### src/spu_defines.vh
/*
 * constants of the system protection unit: register offsets, field
 * positions, reset values and timing counts.
 * assumes inclusion by bare name from the design files under src/.
 */
`ifndef SPU_DEFINES_VH
`define SPU_DEFINES_VH

// register bus offsets (byte addresses)
`define SPU_OFS_PROT_CTRL 8'h00
`define SPU_OFS_WDT_VEC 8'h04
`define SPU_OFS_WDT_SVC 8'h08
`define SPU_OFS_RST_STAT 8'h0C
`define SPU_OFS_STATUS 8'h10

// control space location of the module base register
`define SPU_CTRL_MBR 12'hC0F

// module base register fields
`define SPU_MBR_VALID 0
`define SPU_MBR_MASK_LO 1
`define SPU_MBR_MASK_HI 5
`define SPU_MBR_BASE_LO 10

// protection control register fields
`define SPU_PC_WDT_EN 7
`define SPU_PC_WDT_RSTSEL 6
`define SPU_PC_WDT_PRESC 5
`define SPU_PC_WDT_TIME_HI 4
`define SPU_PC_WDT_TIME_LO 3
`define SPU_PC_BM_EN 2
`define SPU_PC_BM_TIME_HI 1
`define SPU_PC_BM_TIME_LO 0
`define SPU_PC_RESET 8'h00

// reset status fields
`define SPU_RS_HARD 7
`define SPU_RS_SOFT 5

// service sequence values
`define SPU_SVC_FIRST 8'h55
`define SPU_SVC_SECOND 8'hAA

// vectors and levels
`define SPU_SPURIOUS_VEC 8'h18
`define SPU_WDT_LEVEL 3'h7
`define SPU_WDT_VEC_RESET 8'h0F

// timing counts in clock cycles and the line transfer beat count
`define SPU_BM_BASE_CYC 11'h080
`define SPU_WDT_RST_CYC 6'h20
`define SPU_LINE_BEATS 3'h4

`endif

### src/spu_top.v
/*
 * system protection unit: module base register and address decode, bus
 * time-out monitor, spurious interrupt monitor and software watchdog.
 * assumes a core on clk driving the register and control ports, and
 * bus terminations arriving from pins outside the clock domain.
 */
// Design decisions made here: the plain strobed port and the address map.
`include "spu_defines.vh"

module spu_top
#(
    parameter WDT_BASE_SHIFT = 9,
    parameter WDT_PRESC_SHIFT = 9
)
(
    // clock and reset
    input wire clk,
    input wire rstn,
    // register bus
    input wire [7:0] reg_addr,
    input wire [31:0] reg_wdata,
    input wire reg_wr,
    input wire reg_rd,
    output reg [31:0] reg_rdata,
    // control space and debug access
    input wire ctrl_wr,
    input wire [11:0] ctrl_addr,
    input wire [31:0] ctrl_wdata,
    input wire supervisor,
    input wire debug_mode,
    input wire dbg_rd,
    output reg [31:0] dbg_rdata,
    // core access decode
    input wire [31:0] access_addr,
    input wire [2:0] access_space,
    output wire access_internal,
    // bus cycle tracking
    input wire transfer_start,
    input wire line_transfer,
    input wire transfer_acknowledge_n,
    input wire auto_transfer_acknowledge_n,
    input wire transfer_error_acknowledge_n,
    output reg transfer_error_internal,
    output reg transfer_abort,
    // interrupt acknowledge
    input wire iack_cycle,
    input wire [2:0] iack_level,
    input wire [7:1] pending_levels,
    output reg vec_valid,
    output reg [7:0] vec_data,
    output reg access_error,
    // watchdog outputs
    input wire reset_out_select,
    output reg wdt_irq,
    output wire [2:0] wdt_irq_level,
    output reg wdt_internal_reset,
    output reg reset_output
);

localparam WDT_W = 25;
localparam WS_RUN = 1'b0;
localparam WS_RESET = 1'b1;

reg mbr_valid;
reg [31:1] mbr_field;
reg [7:0] protection_control_register;
reg prot_written;
reg [7:0] watchdog_vector_register;
reg hard_reset_flag;
reg software_reset_flag;
reg svc_armed;
reg [WDT_W-1:0] wdt_count;
reg wdt_state;
reg [5:0] rst_count;
reg [2:0] pin_meta;
reg [2:0] pin_sync;
reg [2:0] pin_prev;
reg in_iack;
reg [2:0] iack_lvl;
reg [31:0] next_rdata;

wire [31:0] module_base_register = {mbr_field, mbr_valid};
wire bm_busy;
wire bm_timeout;
wire ta_seen = !pin_sync[0];
wire ata_seen = !pin_sync[1];
wire tea_seen = !pin_sync[2] && pin_prev[2];
wire cycle_internal = access_internal;
wire wdt_en = protection_control_register[`SPU_PC_WDT_EN];
wire wdt_rst_mode = protection_control_register[`SPU_PC_WDT_RSTSEL];
wire svc_write = reg_wr && reg_addr == `SPU_OFS_WDT_SVC;
wire svc_done = svc_write && reg_wdata[7:0] == `SPU_SVC_SECOND && svc_armed;
wire wdt_expire = wdt_state == WS_RUN && wdt_en && wdt_count == {WDT_W{1'b0}};
wire prot_write = reg_wr && reg_addr == `SPU_OFS_PROT_CTRL && !prot_written;
wire [7:0] pc_load = prot_write ? reg_wdata[7:0] : protection_control_register;

// address space mask lookup
function space_masked;
    input [31:0] mbr;
    input [2:0] space;
    begin
        case (space)
            3'h0: space_masked = mbr[`SPU_MBR_MASK_LO];
            3'h1: space_masked = mbr[`SPU_MBR_MASK_LO + 1];
            3'h2: space_masked = mbr[`SPU_MBR_MASK_LO + 2];
            3'h3: space_masked = mbr[`SPU_MBR_MASK_LO + 3];
            3'h4: space_masked = mbr[`SPU_MBR_MASK_HI];
            default: space_masked = 1'b0;
        endcase
    end
endfunction

// watchdog full period from prescale and timing field
function [WDT_W-1:0] wdt_period;
    input [7:0] pc;
    reg [4:0] sh;
    begin
        sh = WDT_BASE_SHIFT[4:0] + {2'b00, pc[`SPU_PC_WDT_TIME_HI:`SPU_PC_WDT_TIME_LO], 1'b0};
        if (pc[`SPU_PC_WDT_PRESC])
            sh = sh + WDT_PRESC_SHIFT[4:0];
        wdt_period = ({{(WDT_W-1){1'b0}}, 1'b1} << sh) - {{(WDT_W-1){1'b0}}, 1'b1};
    end
endfunction

// base match and space masking
assign access_internal = module_base_register[`SPU_MBR_VALID]
    && module_base_register[31:`SPU_MBR_BASE_LO] == access_addr[31:`SPU_MBR_BASE_LO]
    && !space_masked(module_base_register, access_space);

assign wdt_irq_level = `SPU_WDT_LEVEL;

// pin terminations pass two flip-flops
always @(posedge clk or negedge rstn)
begin
    if (!rstn)
    begin
        pin_meta <= 3'h7;
        pin_sync <= 3'h7;
        pin_prev <= 3'h7;
    end
    else
    begin
        pin_meta <= {transfer_error_acknowledge_n, auto_transfer_acknowledge_n, transfer_acknowledge_n};
        pin_sync <= pin_meta;
        pin_prev <= pin_sync;
    end
end

spu_bus_monitor spu_bus_monitor_i
(
    .clk(clk),
    .rstn(rstn),
    .start(transfer_start),
    .line(line_transfer),
    .term(ta_seen || ata_seen),
    .monitor_on(protection_control_register[`SPU_PC_BM_EN] || cycle_internal),
    .time_sel(protection_control_register[`SPU_PC_BM_TIME_HI:`SPU_PC_BM_TIME_LO]),
    .busy(bm_busy),
    .timeout(bm_timeout)
);

// time-out raises transfer error and aborts the cycle
always @(posedge clk or negedge rstn)
begin
    if (!rstn)
    begin
        transfer_error_internal <= 1'b0;
        transfer_abort <= 1'b0;
    end
    else
    begin
        transfer_error_internal <= bm_timeout;
        transfer_abort <= bm_timeout || (tea_seen && bm_busy);
    end
end

// module base register, control space and debug read
always @(posedge clk or negedge rstn)
begin
    if (!rstn)
    begin
        mbr_valid <= 1'b0;
        dbg_rdata <= 32'h00000000;
    end
    else
    begin
        if (ctrl_wr && supervisor && ctrl_addr == `SPU_CTRL_MBR)
            mbr_valid <= ctrl_wdata[`SPU_MBR_VALID];
        dbg_rdata <= (dbg_rd && debug_mode) ? module_base_register : 32'h00000000;
    end
end

// upper bits have no reset value
always @(posedge clk)
begin
    if (ctrl_wr && supervisor && ctrl_addr == `SPU_CTRL_MBR)
        mbr_field <= ctrl_wdata[31:1];
end

// protection control write-once and vector register
always @(posedge clk or negedge rstn)
begin
    if (!rstn)
    begin
        protection_control_register <= `SPU_PC_RESET;
        prot_written <= 1'b0;
        watchdog_vector_register <= `SPU_WDT_VEC_RESET;
    end
    else
    begin
        if (reg_wr && reg_addr == `SPU_OFS_PROT_CTRL && !prot_written)
        begin
            protection_control_register <= reg_wdata[7:0];
            prot_written <= 1'b1;
        end
        if (reg_wr && reg_addr == `SPU_OFS_WDT_VEC)
            watchdog_vector_register <= reg_wdata[7:0];
    end
end

// interrupt acknowledge and spurious monitor
always @(posedge clk or negedge rstn)
begin
    if (!rstn)
    begin
        in_iack <= 1'b0;
        iack_lvl <= 3'h0;
        vec_valid <= 1'b0;
        vec_data <= 8'h00;
        access_error <= 1'b0;
    end
    else
    begin
        vec_valid <= 1'b0;
        access_error <= 1'b0;
        if (iack_cycle)
        begin
            iack_lvl <= iack_level;
            if (iack_level == `SPU_WDT_LEVEL && wdt_irq)
            begin
                vec_valid <= 1'b1;
                vec_data <= watchdog_vector_register;
            end
            else if (iack_level == 3'h0 || !pending_levels[iack_level])
            begin
                vec_valid <= 1'b1;
                vec_data <= `SPU_SPURIOUS_VEC;
            end
            else
                in_iack <= 1'b1;
        end
        else if (in_iack)
        begin
            if (tea_seen)
            begin
                in_iack <= 1'b0;
                vec_valid <= 1'b1;
                vec_data <= `SPU_SPURIOUS_VEC;
            end
            else if (ta_seen || ata_seen)
                in_iack <= 1'b0;
            else if (bm_timeout)
            begin
                in_iack <= 1'b0;
                access_error <= 1'b1;
            end
        end
    end
end

// watchdog service sequence
always @(posedge clk or negedge rstn)
begin
    if (!rstn)
        svc_armed <= 1'b0;
    else if (svc_write && reg_wdata[7:0] == `SPU_SVC_FIRST)
        svc_armed <= 1'b1;
    else if (svc_done)
        svc_armed <= 1'b0;
end

// watchdog counter, expiry and reset pulse
always @(posedge clk or negedge rstn)
begin
    if (!rstn)
    begin
        wdt_count <= {WDT_W{1'b1}};
        wdt_state <= WS_RUN;
        rst_count <= 6'h00;
        wdt_irq <= 1'b0;
        wdt_internal_reset <= 1'b0;
        reset_output <= 1'b0;
        hard_reset_flag <= 1'b1;
        software_reset_flag <= 1'b0;
    end
    else
    begin
        case (wdt_state)
            WS_RUN:
            begin
                if (!wdt_en || (svc_done && !wdt_expire))
                begin
                    wdt_count <= wdt_period(pc_load);
                    if (svc_done)
                        wdt_irq <= 1'b0;
                end
                else if (wdt_expire)
                begin
                    wdt_count <= wdt_period(protection_control_register);
                    if (wdt_rst_mode)
                    begin
                        wdt_state <= WS_RESET;
                        rst_count <= `SPU_WDT_RST_CYC - 6'h01;
                        wdt_internal_reset <= 1'b1;
                        reset_output <= reset_out_select;
                        hard_reset_flag <= 1'b0;
                        software_reset_flag <= 1'b1;
                    end
                    else
                        wdt_irq <= 1'b1;
                end
                else
                    wdt_count <= wdt_count - {{(WDT_W-1){1'b0}}, 1'b1};
            end
            WS_RESET:
            begin
                if (rst_count == 6'h00)
                begin
                    wdt_state <= WS_RUN;
                    wdt_internal_reset <= 1'b0;
                    reset_output <= 1'b0;
                end
                else
                    rst_count <= rst_count - 6'h01;
            end
            default:
                wdt_state <= WS_RUN;
        endcase
    end
end

// register read mux
always @*
begin
    next_rdata = 32'h00000000;
    case (reg_addr)
        `SPU_OFS_PROT_CTRL: next_rdata[7:0] = protection_control_register;
        `SPU_OFS_WDT_VEC: next_rdata[7:0] = watchdog_vector_register;
        `SPU_OFS_RST_STAT:
        begin
            next_rdata[`SPU_RS_HARD] = hard_reset_flag;
            next_rdata[`SPU_RS_SOFT] = software_reset_flag;
        end
        `SPU_OFS_STATUS: next_rdata[3:0] = {bm_busy, svc_armed, prot_written, wdt_irq};
        default: next_rdata = 32'h00000000;
    endcase
end

always @(posedge clk or negedge rstn)
begin
    if (!rstn)
        reg_rdata <= 32'h00000000;
    else
        reg_rdata <= reg_rd ? next_rdata : 32'h00000000;
end

endmodule

### src/spu_bus_monitor.v
/*
 * bus time-out monitor: counts from transfer start until one clock after
 * the final termination and flags a time-out.
 * assumes start and terminations already in the clk domain.
 */
`include "spu_defines.vh"

module spu_bus_monitor
(
    // clock and reset
    input wire clk,
    input wire rstn,
    // transfer events
    input wire start,
    input wire line,
    input wire term,
    input wire monitor_on,
    input wire [1:0] time_sel,
    // results
    output reg busy,
    output reg timeout
);

reg [10:0] count;
reg [2:0] beats;
reg stopping;

wire [10:0] limit = `SPU_BM_BASE_CYC << time_sel;

always @(posedge clk or negedge rstn)
begin
    if (!rstn)
    begin
        count <= 11'h000;
        beats <= 3'h0;
        busy <= 1'b0;
        stopping <= 1'b0;
        timeout <= 1'b0;
    end
    else
    begin
        timeout <= 1'b0;
        if (start)
        begin
            // counting begins on the start cycle
            count <= 11'h001;
            beats <= line ? `SPU_LINE_BEATS : 3'h1;
            busy <= monitor_on;
            stopping <= 1'b0;
        end
        else if (busy)
        begin
            if (stopping)
            begin
                busy <= 1'b0;
                stopping <= 1'b0;
            end
            else if (term && beats == 3'h1)
                stopping <= 1'b1;
            else if (term)
                beats <= beats - 3'h1;
            if (!stopping && count == limit - 11'h001)
            begin
                timeout <= 1'b1;
                busy <= 1'b0;
            end
            else
                count <= count + 11'h001;
        end
    end
end

endmodule

### config.mk
export PLATFORM = sky130hd
export DESIGN_NAME = spu_top
export DESIGN_NICKNAME = d
export VERILOG_FILES = /design/src/spu_top.v /design/src/spu_bus_monitor.v
export VERILOG_INCLUDE_DIRS = /design/src /design/src/src
export SDC_FILE = /design/constraint.sdc
export NUM_CORES = 1
export LEC_CHECK = 0
export BUFFER_PORTS_ARGS = -buffer_cell sky130_fd_sc_hd__buf_2
export CORE_AREA = 2 2 124 126
export DETAILED_ROUTE_END_ITERATION = 6
export DIE_AREA = 0 0 126 128
export PLACE_DENSITY = 0.88
export SYNTH_ARGS = -nofsm -noshare
export SYNTH_HDL_FRONTEND = slang
export SYNTH_SLANG_ARGS = --single-unit
### constraint.sdc
create_clock -name clk -period 13.6 [get_ports clk]
set_input_delay 0 -clock clk [delete_from_list [all_inputs] [get_ports clk]]
set_output_delay 0 -clock clk [all_outputs]
set_load 0.02 [all_outputs]
# --- After elaboration in Yosys (flattened, before gate mapping) ---
# Cells that the tools add are included.
# Widths: inputs -> output; s select.
word_totals:
  reg_bits: 166
  input_bits: 144
op_classes:
  n_addsub: 11
  n_lt_le_gt_ge: 1
  n_eq_ne: 28
  shift: 3
  muxes: 86
  bitwise: 2
  n_reduce_logical: 53
op_table:
  columns: ["cell", "n"]
  rows:
  - ["$sub 25x1->25 const B", 3]
  - ["$mux 25", 2]
  - ["$shl 1x5->25 const A", 2]
  - ["$mux 8", 6]
  - ["$mux 1", 45]
  - ["$mux 5", 7]
  - ["$mux 11", 3]
  - ["$mux 32", 1]
  - ["$mux 6", 5]
  - ["$logic_not 25->1", 1]
  - ["$eq 22x22->1", 1]
  - ["$logic_and 1x1->1", 20]
  - ["$ne 2x2->1 const B", 10]
  - ["$reduce_and 4->1", 5]
  - ["$mux 3", 6]
  - ["$eq 8x4->1 const B", 2]
  - ["$eq 12x12->1 const B", 1]
  - ["$pmux 4 s3", 1]
  - ["$pmux 6 s2", 1]
  - ["$reduce_bool 2->1", 6]
  - ["$add 11x1->11 const B", 1]
  - ["$eq 11x11->1", 1]
  - ["$shl 8x2->11 const A", 1]
  - ["$sub 11x1->11 const B", 1]
  - ["other kinds (26)", 52]

# --- Depth between registers and ports, before layout ---
# Gate-level depths: netlist (run 1).
depth:
  word_depth: 12
  mapped_depth: 17
  mapped_depth_nobuf: 13

# --- Modules after synthesis ---
# Synthesis (run 1) repeated with hierarchy kept, for this count alone.
hier_totals:
  hier_cells: 758
  area_unflattened_um2: 8374.3
by_module_without_submodules:
  columns: ["mod", "instances", "cells_per_inst", "area_per_inst_um2", "seq_area_each_um2"]
  rows:
  - ["spu_top", 1, 657, 7343.3, 3880.0]
  - ["spu_bus_monitor", 1, 101, 1031.0, 425.4]

# --- Least setup slack after synthesis (run 1) ---
# Ideal clock, no wire load.
synth_timing:
  path_type: "input-to-reg"
  startpoint: "in ctrl_addr[6]"
  endpoint: "reg mbr_valid"
  setup_ps: 81
  t_arrival_ps: 4341
  required_time_ps: 13519
  path_slack_ps: 9178
  stages: 4
  path_buffers: 0
  path_cell_list: "nor4b_1 -> nand4_1 -> nor4b_1 -> mux2_2"
synth_via:
  elab_chain_cells: 2
synth_rtl:
  columns: ["element", "line_no", "source"]
  rows:
  - ["start: declaration", "spu_top.v:27", "input wire [11:0] ctrl_addr,"]
  - ["$eq 12x12->1 (no line)", null, null]
  - ["$logic_and 1x1->1 (no line)", null, null]
  - ["end signal: assignment", "spu_top.v:188", "mbr_valid <= ctrl_wdata[`SPU_MBR_VALID];"]
  - ["end: declaration", "spu_top.v:64", "reg mbr_valid;"]
# Every way passes these cells.
# A chain may end at the register's enable or synchronous reset.

# --- Worst setup path in the final report (run 1) ---
layout_timing:
  startpoint: "reg protection_control_register[7]"
  endpoint: "reg wdt_count[20]"
layout_via:
  elab_chain_cells: 6
layout_rtl:
  columns: ["element", "line_no", "source"]
  rows:
  - ["start: declaration", "spu_top.v:66", "reg [7:0] protection_control_register;"]
  - ["start signal: assignment", "spu_top.v:205", "protection_control_register <= `SPU_PC_RESET;"]
  - ["start signal: assignment", "spu_top.v:213", "protection_control_register <= reg_wdata[7:0];"]
  - ["$logic_and 1x1->1 (2 in a row)", "spu_top.v:93", "wire wdt_expire = wdt_state == WS_RUN && wdt_en && wdt_count == {WDT_W{1'b0}};"]
  - ["$logic_not 1->1", "spu_top.v:301", "if (!wdt_en || (svc_done && !wdt_expire))"]
  - ["$logic_and 1x1->1", "spu_top.v:301", null]
  - ["$logic_or 1x1->1", "spu_top.v:301", null]
  - ["$mux 25 (*)", "spu_top.v:301", null]
  - ["end signal: assignment", "spu_top.v:303", "wdt_count <= wdt_period(pc_load);"]
  - ["end signal: assignment", "spu_top.v:309", "wdt_count <= wdt_period(protection_control_register);"]
  - ["end signal: assignment", "spu_top.v:323", "wdt_count <= wdt_count - {{(WDT_W-1){1'b0}}, 1'b1};"]
  - ["end: declaration", "spu_top.v:72", "reg [WDT_W-1:0] wdt_count;"]
# Every way passes the cells marked *; elsewhere a longest branch is shown, timed or not.

==> impl_results.md, run 1 <==
- Status: finished, final reports clean
- Pwr Total: 1190 uW
- Overall routed net length: 21180 microns
- Initial antenna violation count: 2
- Grt ovf: 0
- Vias in the first global route: 6603
- Crit path kind: register to register
- Peak supply drop: 93.19 uV
- Worst hold margin: 0.02310 ns
- Hold Crit Class: primary input to register
- Worst Setup End Kind: register
- Worst skew pair latency: 0.44 ns
- Mux share of post-synthesis cell area: 3.921%
- CTS sink cnt: 164
- Yosys cell types: 85
- FF+latch count, synth: 164
- CTS Buf Count: 17
- Core area: 0.01486 sq mm
- Clock Power Share: 41.6%
- Max clock buf depth: 2
- Initial core utilization: 53.46%
- DP HPWL: 13020 microns
- Slew @ Worst Pin: 0.9053 ns
- Power share of the sequential group: 46.6%
- Setup violations, final: 0
- Net Sw Power: 300.2 uW
- Clk root buf: clkbuf_16
- Setup bufs post-CTS: 0
- Tcrit/Tclk final: 33.54%
- Largest family of logic cells by synthesized area: simple AND/OR/NAND/NOR gates
- Unrepaired setup endpoints after global routing: false
- Xor/xnor share of the synthesized area: 4.629%
- I/O Buffers: 165
- Share of cells above drive strength 1: 29.36%
- DRC viols: 0
- DR vias: 6591
- Worst Path Arrival: 4.92 ns
- Pin count of the biggest net entering global routing: 74
- Vias/cell: 5.833
- Fillers: 1028
- Synth Instances: 718
- Post-Synth Simple-Gate Area: 19.43%
- Initial DRC count: 625
- Slew Viols, Final: 0
- Post-synthesis sequential area ratio: 54.18%
- P_leak: 0.004486 uW
- Die area: 0.01613 sq mm
- Startpoint Class: register
- Synth Area in Adders: 1.102%
- CP Max Fanout: 21
- Post-synth ARST share: 81.10%
- Rows: 45
- Fin crit period: 4.562 ns
- Final Hold Fails: 0
- Fin nets: 1078
- Maximum clock rate: 219.2 MHz
- GP Congestion: 0.8878
- YS warnings: 0
- I/O pins: 227
- H-tree depth reported by CTS: 4
- Die width: 126 microns
- CP Data Required Time: 13.96 ns
- Logic pwr share: 11.8%
- Compound-Gate Fraction of Synth Area: 11.84%
- Main synth FF type: dfrtp_1
- Core Util, Final: 66.90%
- Power Dens Cells: 119.7 mW/mm^2
- Layout area overhead: 25.15%
- First-pass GRT wire length: 33840 microns
- Post-Syn Area: 0.007946 sq mm
- CTS tree: done
- Sw frac: 25.23%
- Clk slew on worst S/H paths: 0.06 ns
- Post-synth EDFFs: 31
- Max_cap viols: 0
- All-Layer GR Usage: 26.77%
- TritonRoute pass-1 iters: 7
- Cell internal pwr: 889.8 uW
- Post_cts resized: 0
- WL/cell: 18.75 microns
- Post-CTS Hold Buffers: 50
- TNS Setup: 0 ns
- Final ANT Viol Nets: 0
- Die Ht: 128 microns
- Syn avg cell area: 11.07 sq um
- Worst slew margin: 39.65%
- Skew final: 0.01187 ns
## cell usage after synthesis, drive strengths merged, types with 4 or more instances
| master | instances | area (sq um) |
|---|---|---|
| o211ai | 4 | 30.03 |
| o31ai | 6 | 45.04 |
| xnor2 | 18 | 157.7 |
| o21ai | 36 | 180.2 |
| a222oi | 4 | 40.04 |
| a21oi | 25 | 125.1 |
| nor3 | 19 | 100.1 |
| xor2 | 24 | 210.2 |
| nand3 | 16 | 80.08 |
| nor4b | 5 | 65.06 |
| nand2b | 9 | 56.30 |
| and3 | 38 | 237.7 |
| nor4 | 17 | 142.6 |
| buf | 31 | 227.7 |
| dfstp | 37 | 972.2 |
| mux2 | 21 | 236.5 |
| clkbuf | 24 | 90.09 |
| nand3b | 6 | 45.04 |
| ha | 7 | 87.58 |
| and2 | 5 | 31.28 |
| or3 | 6 | 42.54 |
| inv | 17 | 63.81 |
| edfxtp | 31 | 930.9 |
| a211oi | 4 | 40.03 |
| a211o | 5 | 43.79 |
| nand2 | 39 | 146.4 |
| nor2b | 16 | 100.1 |
| a22o | 6 | 52.55 |
| dfrtp | 96 | 2402 |
| nor2 | 59 | 224.0 |
| nand4 | 14 | 93.84 |
| a22oi | 7 | 52.55 |
| a31oi | 4 | 25.02 |
| nor3b | 4 | 30.03 |
| o22ai | 4 | 25.02 |
## placed cells by master, fill, tap and decap left out, drive strengths merged, types with 5 or more instances in the layout
cell and instances:
clkinv 5, a22o 6, and3 38, and2 5
a211o 5, nor4b 5, buf 170, clkbuf 20
dlygate4sd3 50, nand3b 6, conb 27, nand3 16
xnor2 18, dfstp 37, mux2 21, nor4 17
inv 19, a21oi 25, a22oi 7, nand2b 9
nand2 39, nand4 14, nor3 19, or3 6
o31ai 6, o21ai 36, nor2 59, nor2b 16
xor2 24, ha 7, edfxtp 31, dfrtp 96
## kinds of logic (layout without fill, tap and decap cells)
logic type               count (synthesis)  in the layout
other                                    2             29
flip-flops                             164            164
XOR/XNOR                                42             42
buffers and inverters                   72            269
adder cells (fa/ha/maj)                  7              7
AO/OA/AOI/OAI                          135            135
AND/OR/NAND/NOR                        270            270
multiplexers                            26             26
## final timing paths
check                                                from  slack (ns)             to  cells past startpoint
hold reg to reg                               pin_meta[2]        0.36    pin_sync[2]                      0
setup / recovery           protection_control_register[7]        9.04  wdt_count[20]                     13
setup reg to reg           protection_control_register[7]        9.04  wdt_count[20]                     13
hold / removal                              iack_level[2]        0.02    vec_data[3]                      3
min in group asynchronous                            rstn        0.18  dbg_rdata[28]                      2
max in group asynchronous                            rstn       12.03   rst_count[5]                      3
## flip-flops by register name (all words and copies together) (netlist names), 3 cells and up
| signal | count |
|---|---|
| dbg_rdata | 32 |
| rst_count | 6 |
| protection_control_register | 8 |
| mbr_field | 31 |
| spu_bus_monitor_i.beats | 3 |
| wdt_count | 25 |
| pin_meta | 3 |
| vec_data | 8 |
| pin_sync | 3 |
| watchdog_vector_register | 8 |
| reg_rdata | 8 |
| spu_bus_monitor_i.count | 11 |
## power by group through the flow
stage	Sequential [uW]	Combinational [uW]	Clock (uW)
CTS	554	137	497
finish	555	140	495
floorplan	558	83.7	0
global placement	561	120	0
global route	557	154	519
detailed placement	562	124	0
## stage by stage
stage / instances / setup slack, ns / instance area [sq um]
5_1_grt: 1130 / 8.775 / 9945
6_report: 1130 / 9.038 / 9945
4_1_cts: 1128 / 9.093 / 9940
3_3_place_gp: 1046 / 9.208 / 8830
2_1_floorplan: 743 / 9.178 / 8040
3_5_place_dp: 1046 / 9.116 / 8830
## area by class of cell
cell class | count | area (sq um) | share of cell area, %
Clock inverter | 12 | 152.6 | 1.535
Multi-Input combinational cell | 507 | 3359 | 33.78
Timing Repair Buffer | 220 | 1366 | 13.74
Antenna cell | 2 | 5.005 | 0.05033
Inverter | 17 | 63.81 | 0.6417
Clock buffer | 20 | 456.7 | 4.592
Sequential cell | 164 | 4305 | 43.29
Tap cell | 188 | 235.2 | 2.365
## worst max-delay path: stages (launching register included)
cell and delay (ns):
dfrtp_1 0.76, or4b_1 0.61, or4_1 0.61, nor2_2 0.26, nor2_1 0.12, nand2_1 0.12, ha_1 0.27, nand4_1 0.13
a2bb2oi_1 0.19, a2111oi_4 0.38, o22ai_1 0.16, or3_4 0.38, or3_1 0.38, o211a_1 0.11
## metal layers
metal | global-route usage [%] | routed length, microns | up-vias
li1 | - | - | 2998
met1 | 31.89 | 8085 | 3202
met2 | 48.32 | 11140 | 332
met3 | 5.509 | 1350 | 59
met4 | 9.373 | 608 | 0
met5 | 0 | 0 | -
(Power assumes the default switching activity.)
==> inputs of run 2 (changes only) <==
CORE_AREA = 2 2 127 129   (was 2 2 124 126)
DIE_AREA = 0 0 129 131   (was 0 0 126 128)
PLACE_DENSITY = 0.85   (was 0.88)
clock period = 4.67 ns   (was 13.6 ns; I/O delays follow)
==> run 2 against run 1 <==
  * First-iteration DRC count shrank 0.64%
  * Combinational power grew to 2.9 times the previous value
  * Largest cell class unchanged
  * Worst setup slack lost 8.7 ns
  * Non-clock buffer count is the same
  * Critical path type unchanged
  * Critical endpoint unchanged
  * Maximum frequency grew 5.1%
  * Design area is essentially flat
==> impl_results.md, run 2 (synthesis gave the netlist of run 1 again) <==
- Power share of the sequential group: 47.0%
- Core area: 0.01560 sq mm
- TritonRoute pass-1 iters: 5
- Initial antenna violation count: 1
- Clk root buf: clkbuf_16
- Critical path buffer and inverter count: 0
- Startpoint Class: register
- Layout area overhead: 25.26%
- CTS tree: done
- Grt ovf: 0
- Logic pwr share: 12.0%
- Vias/cell: 5.635
- Overall routed net length: 21110 microns
- Tcrit/Tclk final: 92.91%
- CP Data Required Time: 5.02 ns
- Post_cts resized: 0
- Max_cap viols: 0
- CTS sink cnt: 164
- WL/cell: 18.24 microns
- Hold wc startpoint: iack_level[2]
- Share of cells above drive strength 1: 29.15%
- Fin crit period: 4.339 ns
- Slowest library cell on the worst path: or4_1
- Top reg by flops: dbg_rdata
- P_leak: 0.004484 uW
- Unrepaired setup endpoints after global routing: false
- Final Hold Fails: 0
- GP Congestion: 0.9269
- TNS Setup: 0 ns
- Cell Chain, Critical Path: or4_4 -> or4_1 -> nor2_2 -> nor2_1 -> nand2_1 -> ha_1 -> nand4_1 -> a2bb2oi_1 -> a211oi_1 -> o22ai_1 -> or3_4 -> or3_1 -> o211a_1
- All-Layer GR Usage: 25.56%
- DR vias: 6520
- H-tree depth reported by CTS: 4
- Worst Setup End Kind: register
- DRC viols: 0
- Biggest regs: dbg_rdata (32), mbr_field (31), wdt_count (25)
- Pin count of the biggest net entering global routing: 77
- Initial core utilization: 50.95%
- Max FFs per register: 32
- Dpl cell area: 0.008865 sq mm
- I/O Buffers: 165
- Clk slew on worst S/H paths: 0.06 ns
- Worst Path Arrival: 4.69 ns
- Slew Viols, Final: 0
- Post-CTS Hold Buffers: 50
- Vias in the first global route: 6526
- Fin nets: 1078
- Status: finished, final reports clean
- Worst slew margin: 26.61%
- Skew final: 0.01189 ns
- Slew @ Worst Pin: 1.073 ns
- CTS Buf Count: 17
- R2R cell count: 13
- Fin area: 0.009953 sq mm
- First-pass GRT wire length: 33320 microns
- FF-to-FF End: wdt_count[20]
- Worst skew pair latency: 0.42 ns
- Maximum clock rate: 230.5 MHz
- Hold EP: vec_data[3]
- Initial DRC count: 621
- Final ANT Viol Nets: 0
- Net Sw Power: 855.8 uW
- Reg2Reg Launch Point: wdt_count[3]
- Peak supply drop: 424.7 uV
- Cell internal pwr: 2572 uW
- Clock Power Share: 41.0%
- Most common cell after layout, fill and taps aside: buf_2
- Reg2Reg Setup Slack: 0.33 ns
- Rows: 46
- Die width: 129 microns
- Die area: 0.01690 sq mm
- Hold Crit Class: primary input to register
- Sw frac: 24.96%
- CP Max Fanout: 8
- Max clock buf depth: 2
- Setup bufs post-CTS: 0
- Die Ht: 131 microns
- Crit path kind: register to register
- I/O pins: 227
- Cell family with most CP delay: simple AND/OR/NAND/NOR gates
- DP HPWL: 13390 microns
- CP max stage delay: 0.70 ns
- Commonest non-fill, non-tap cells in the layout: buf_2, dfrtp_1, nor2_1, dlygate4sd3_1, nand2_1
- Core Util, Final: 63.81%
- Power Dens Cells: 344.4 mW/mm^2
- Setup violations, final: 0
- Worst Hold Depth: 3
## run 2: cell types whose count changed in the layout (fill, tap and decap cells not counted)
| cell | change |
|---|---|
| diode_2 | -1 |
| clkbuf_1 | +2 |
| clkinvlp_4 | -2 |
| clkbuf_8 | -1 |
| clkinv_2 | +3 |
| inv_6 | -2 |
## run 2: worst max path at each step
stage	start	to	slack, ns	cells past startpoint
finish	wdt_count[3]	wdt_count[20]	0.33	13
global route	wdt_count[3]	wdt_count[20]	0.18	13
CTS	wdt_count[3]	wdt_count[20]	0.39	13
detailed placement	wdt_count[3]	wdt_count[20]	0.40	13
global placement	wdt_count[3]	wdt_count[20]	0.53	13
floorplan	ctrl_addr[6]	mbr_valid	0.25	4
## run 2: power by group through the flow
stage / clock (uW) / sequential [uW] / combinational (uW)
2_1_floorplan: 0 / 1620 / 244
3_3_place_gp: 0 / 1630 / 355
3_5_place_dp: 0 / 1630 / 366
4_1_cts: 1410 / 1610 / 403
5_1_grt: 1480 / 1620 / 451
6_report: 1410 / 1610 / 411
## run 2: cell type report
cell class / count / area (sq um)
Fill cell: 1123 / 5644
Sequential cell: 164 / 4305
Multi-Input combinational cell: 507 / 3359
Timing Repair Buffer: 220 / 1366
Clock buffer: 21 / 450.4
Tap cell: 216 / 270.3
Clock inverter: 11 / 135.1
Inverter: 17 / 63.81
Antenna cell: 1 / 2.502
## run 2: tightest hold or removal path, stage by stage
cell,delay [ns]
buf_2,0.12
nand3_1,0.13
o32a_1,0.14
## run 2: metrics by stage
step,setup slack (ns),hold WS (ns),total power (uW),instances
2_1_floorplan,0.2478,-0.2956,1868,743
3_3_place_gp,0.5262,0.1063,1987,1074
3_5_place_dp,0.4005,0.1063,2001,1074
4_1_cts,0.3905,0.004805,3420,1156
5_1_grt,0.1763,0.01922,3548,1157
6_report,0.3310,0.01107,3428,1157
## run 2: metal layers
layer | track usage [%] | share of wire, %
met3 | 5.375 | 6.1
met2 | 44.10 | 51
met4 | 10.61 | 3.3
met1 | 31.50 | 40
met5 | 0 | 0
==> inputs of run 3 (changes only) <==
CELL_PAD_IN_SITES_DETAIL_PLACEMENT = 1   (was unset)
CELL_PAD_IN_SITES_GLOBAL_PLACEMENT = 2   (was unset)
CORE_AREA = 2 2 159 161   (was 2 2 127 129)
DIE_AREA = 0 0 161 163   (was 0 0 129 131)
PLACE_DENSITY = 0.86   (was 0.85)
==> run 3 against run 2 <==
  * Critical path type unchanged
  * Core utilization down 23 points
  * Highest routed layer unchanged
  * Count of clock-buffer cells in the layout is 4 lower
  * Non-clock buffer count up 2
  * Combinational power rose by 3%
  * Maximum frequency increased by 1.5%
  * Critical endpoint unchanged
  * Power up 1.2%
  * Sequential share of layout area fell by 0.80 points
  * Via count shrank 1.3%
  * Sequential power hardly changed
  * Critical path depth is the same
  * Register-to-register slack better by 0.06 ns
==> impl_results.md, run 3 (synthesis gave the netlist of run 1 again) <==
- Vias in the first global route: 6873
- R2R cell count: 13
- Setup bufs post-CTS: 0
- Fin crit period: 4.275 ns
- Worst Path Arrival: 4.64 ns
- Pre-CTS WS: 0.3908 ns
- Tcrit/Tclk final: 91.53%
- Top reg by flops: dbg_rdata
- Worst skew pair latency: 0.43 ns
- DRC viols: 0
- Slowest library cell on the worst path: or4_1
- CP Max Fanout: 8
- Crit. Startpoint: wdt_count[3]
- Max_cap viols: 0
- CTS sink cnt: 164
- First-pass GRT wire length: 36940 microns
- Slew @ Worst Pin: 0.8260 ns
- Reg2Reg Setup Slack: 0.40 ns
- Hold wc startpoint: reg_wdata[3]
- Fin area: 0.01014 sq mm
- TNS Setup: 0 ns
- Worst Setup End Kind: register
- Crit path kind: register to register
- Setup violations, final: 0
- Worst slew margin: 44.93%
- Maximum clock rate: 233.9 MHz
- WL/cell: 17.97 microns
- Reg2Reg Launch Point: wdt_count[3]
- CTS tree: done
- Peak supply drop: 223.0 uV
- Max clock buf depth: 2
- Final ANT Viol Nets: 0
- DR vias: 6434
- Status: finished, final reports clean
- Die width: 161 microns
- Final Hold Fails: 0
- Clk root buf: clkbuf_16
- Vias/cell: 5.058
- Dpl cell area: 0.009034 sq mm
- Commonest non-fill, non-tap cells in the layout: buf_2, dfrtp_1, nor2_1, dlygate4sd3_1, nand2_1
- CP Data Required Time: 5.03 ns
- Skew final: 0.01215 ns
- DP HPWL: 15810 microns
- Initial DRC count: 380
- CTS Buf Count: 17
- Core area: 0.02467 sq mm
- Fin nets: 1080
- All-Layer GR Usage: 17.80%
- Clk slew on worst S/H paths: 0.07 ns
- Max FFs per register: 32
- Grt ovf: 0
- Antenna cells: 0
- P_leak: 0.004505 uW
- Worst Hold Depth: 2
- Startpoint Class: register
- Initial core utilization: 32.21%
- Share of cells above drive strength 1: 29.94%
- H-tree depth reported by CTS: 4
- Die Ht: 163 microns
- CP max stage delay: 0.69 ns
- Rows: 58
- Crit path capture: wdt_count[20]
- Die area: 0.02624 sq mm
- GP Congestion: 0.8042
- TritonRoute pass-1 iters: 4
- Slew Viols, Final: 0
- Layout area overhead: 27.62%
- Hold Crit Class: primary input to register
- Biggest regs: dbg_rdata (32), mbr_field (31), wdt_count (25)
- Power Dens Cells: 342.1 mW/mm^2
- FF-to-FF End: wdt_count[20]
- Initial antenna violation count: 0
- Cell Chain, Critical Path: or4_4 -> or4_1 -> nor2_2 -> nor2_1 -> nand2_1 -> ha_1 -> nand4_1 -> a2bb2oi_1 -> a2111oi_4 -> o22ai_1 -> or3_4 -> or3_1 -> o211a_1
- I/O pins: 227
- Setup WS post-layout: 0.3955 ns
- Overall routed net length: 22860 microns
- Pin count of the biggest net entering global routing: 91
- I/O Buffers: 165
- Most common cell after layout, fill and taps aside: buf_2
- Unrepaired setup endpoints after global routing: false
[run 3: cell types whose count changed in the layout (fill, tap and decap cells not counted), sizes merged]
cell / before / now
buf: 170 / 173
bufinv: 3 / 1
clkbuf: 21 / 17
clkinv: 8 / 10
diode: 1 / 0
dlygate4sd3: 50 / 49
inv: 17 / 21
[run 3: power by group]
part / switching [uW] / total [uW] / internal, uW
logic: 245 / 423 / 178
registers: 63.9 / 1610 / 1550
clock network: 665 / 1430 / 769
total: 974 / 3470 / 2500
[run 3: worst min-delay path by stage]
stage / to / slack [ns]
final: watchdog_vector_register[3] / 0.003
after global routing: watchdog_vector_register[3] / 0.01
after CTS: watchdog_vector_register[3] / 0.007
after detailed placement: pin_meta[0] / 0.11
after global placement: pin_meta[0] / 0.11
after floorplan: access_error / -0.30
[run 3: final cells by class]
type	instances	area, sq um
inverter	17	63.81
clock buffer	17	425.4
clock inverter	15	191.4
sequential	164	4305
tap	330	412.9
timing repair buffer	222	1383
fill	2774	14530
multi-input combinational	507	3359
[run 3: per-stage QoR]
step	hold slack (ns)	cells	power, uW	utilization, %
2_1_floorplan	-0.2956	743	1868	-
3_3_place_gp	0.1072	1191	2009	36.61
3_5_place_dp	0.1093	1191	2024	36.61
4_1_cts	0.006987	1272	3504	41.10
5_1_grt	0.01137	1272	3610	41.10
6_report	0.002941	1272	3469	41.10
[run 3: critical path: cells and delay by family, from the launching register on]
family | cells | cell delay [ns]
AND/OR/NAND/NOR | 8 | 2.69
flip-flops | 1 | 0.40
adder cells (fa/ha/maj) | 1 | 0.28
AO/OA/AOI/OAI | 4 | 0.83
[run 3: layer usage]
layer	track usage, %	routed length [microns]
met5	0	0
met2	30.39	11280
met1	23.03	10350
met3	3.209	799
met4	5.641	424
[run 3: timing repair]
item	4_1_cts	5_1_grt
endpoints found under the hold margin	131	0
gates resized for setup	0	0
endpoints found under the setup margin	0	0
hold buffers	49	0
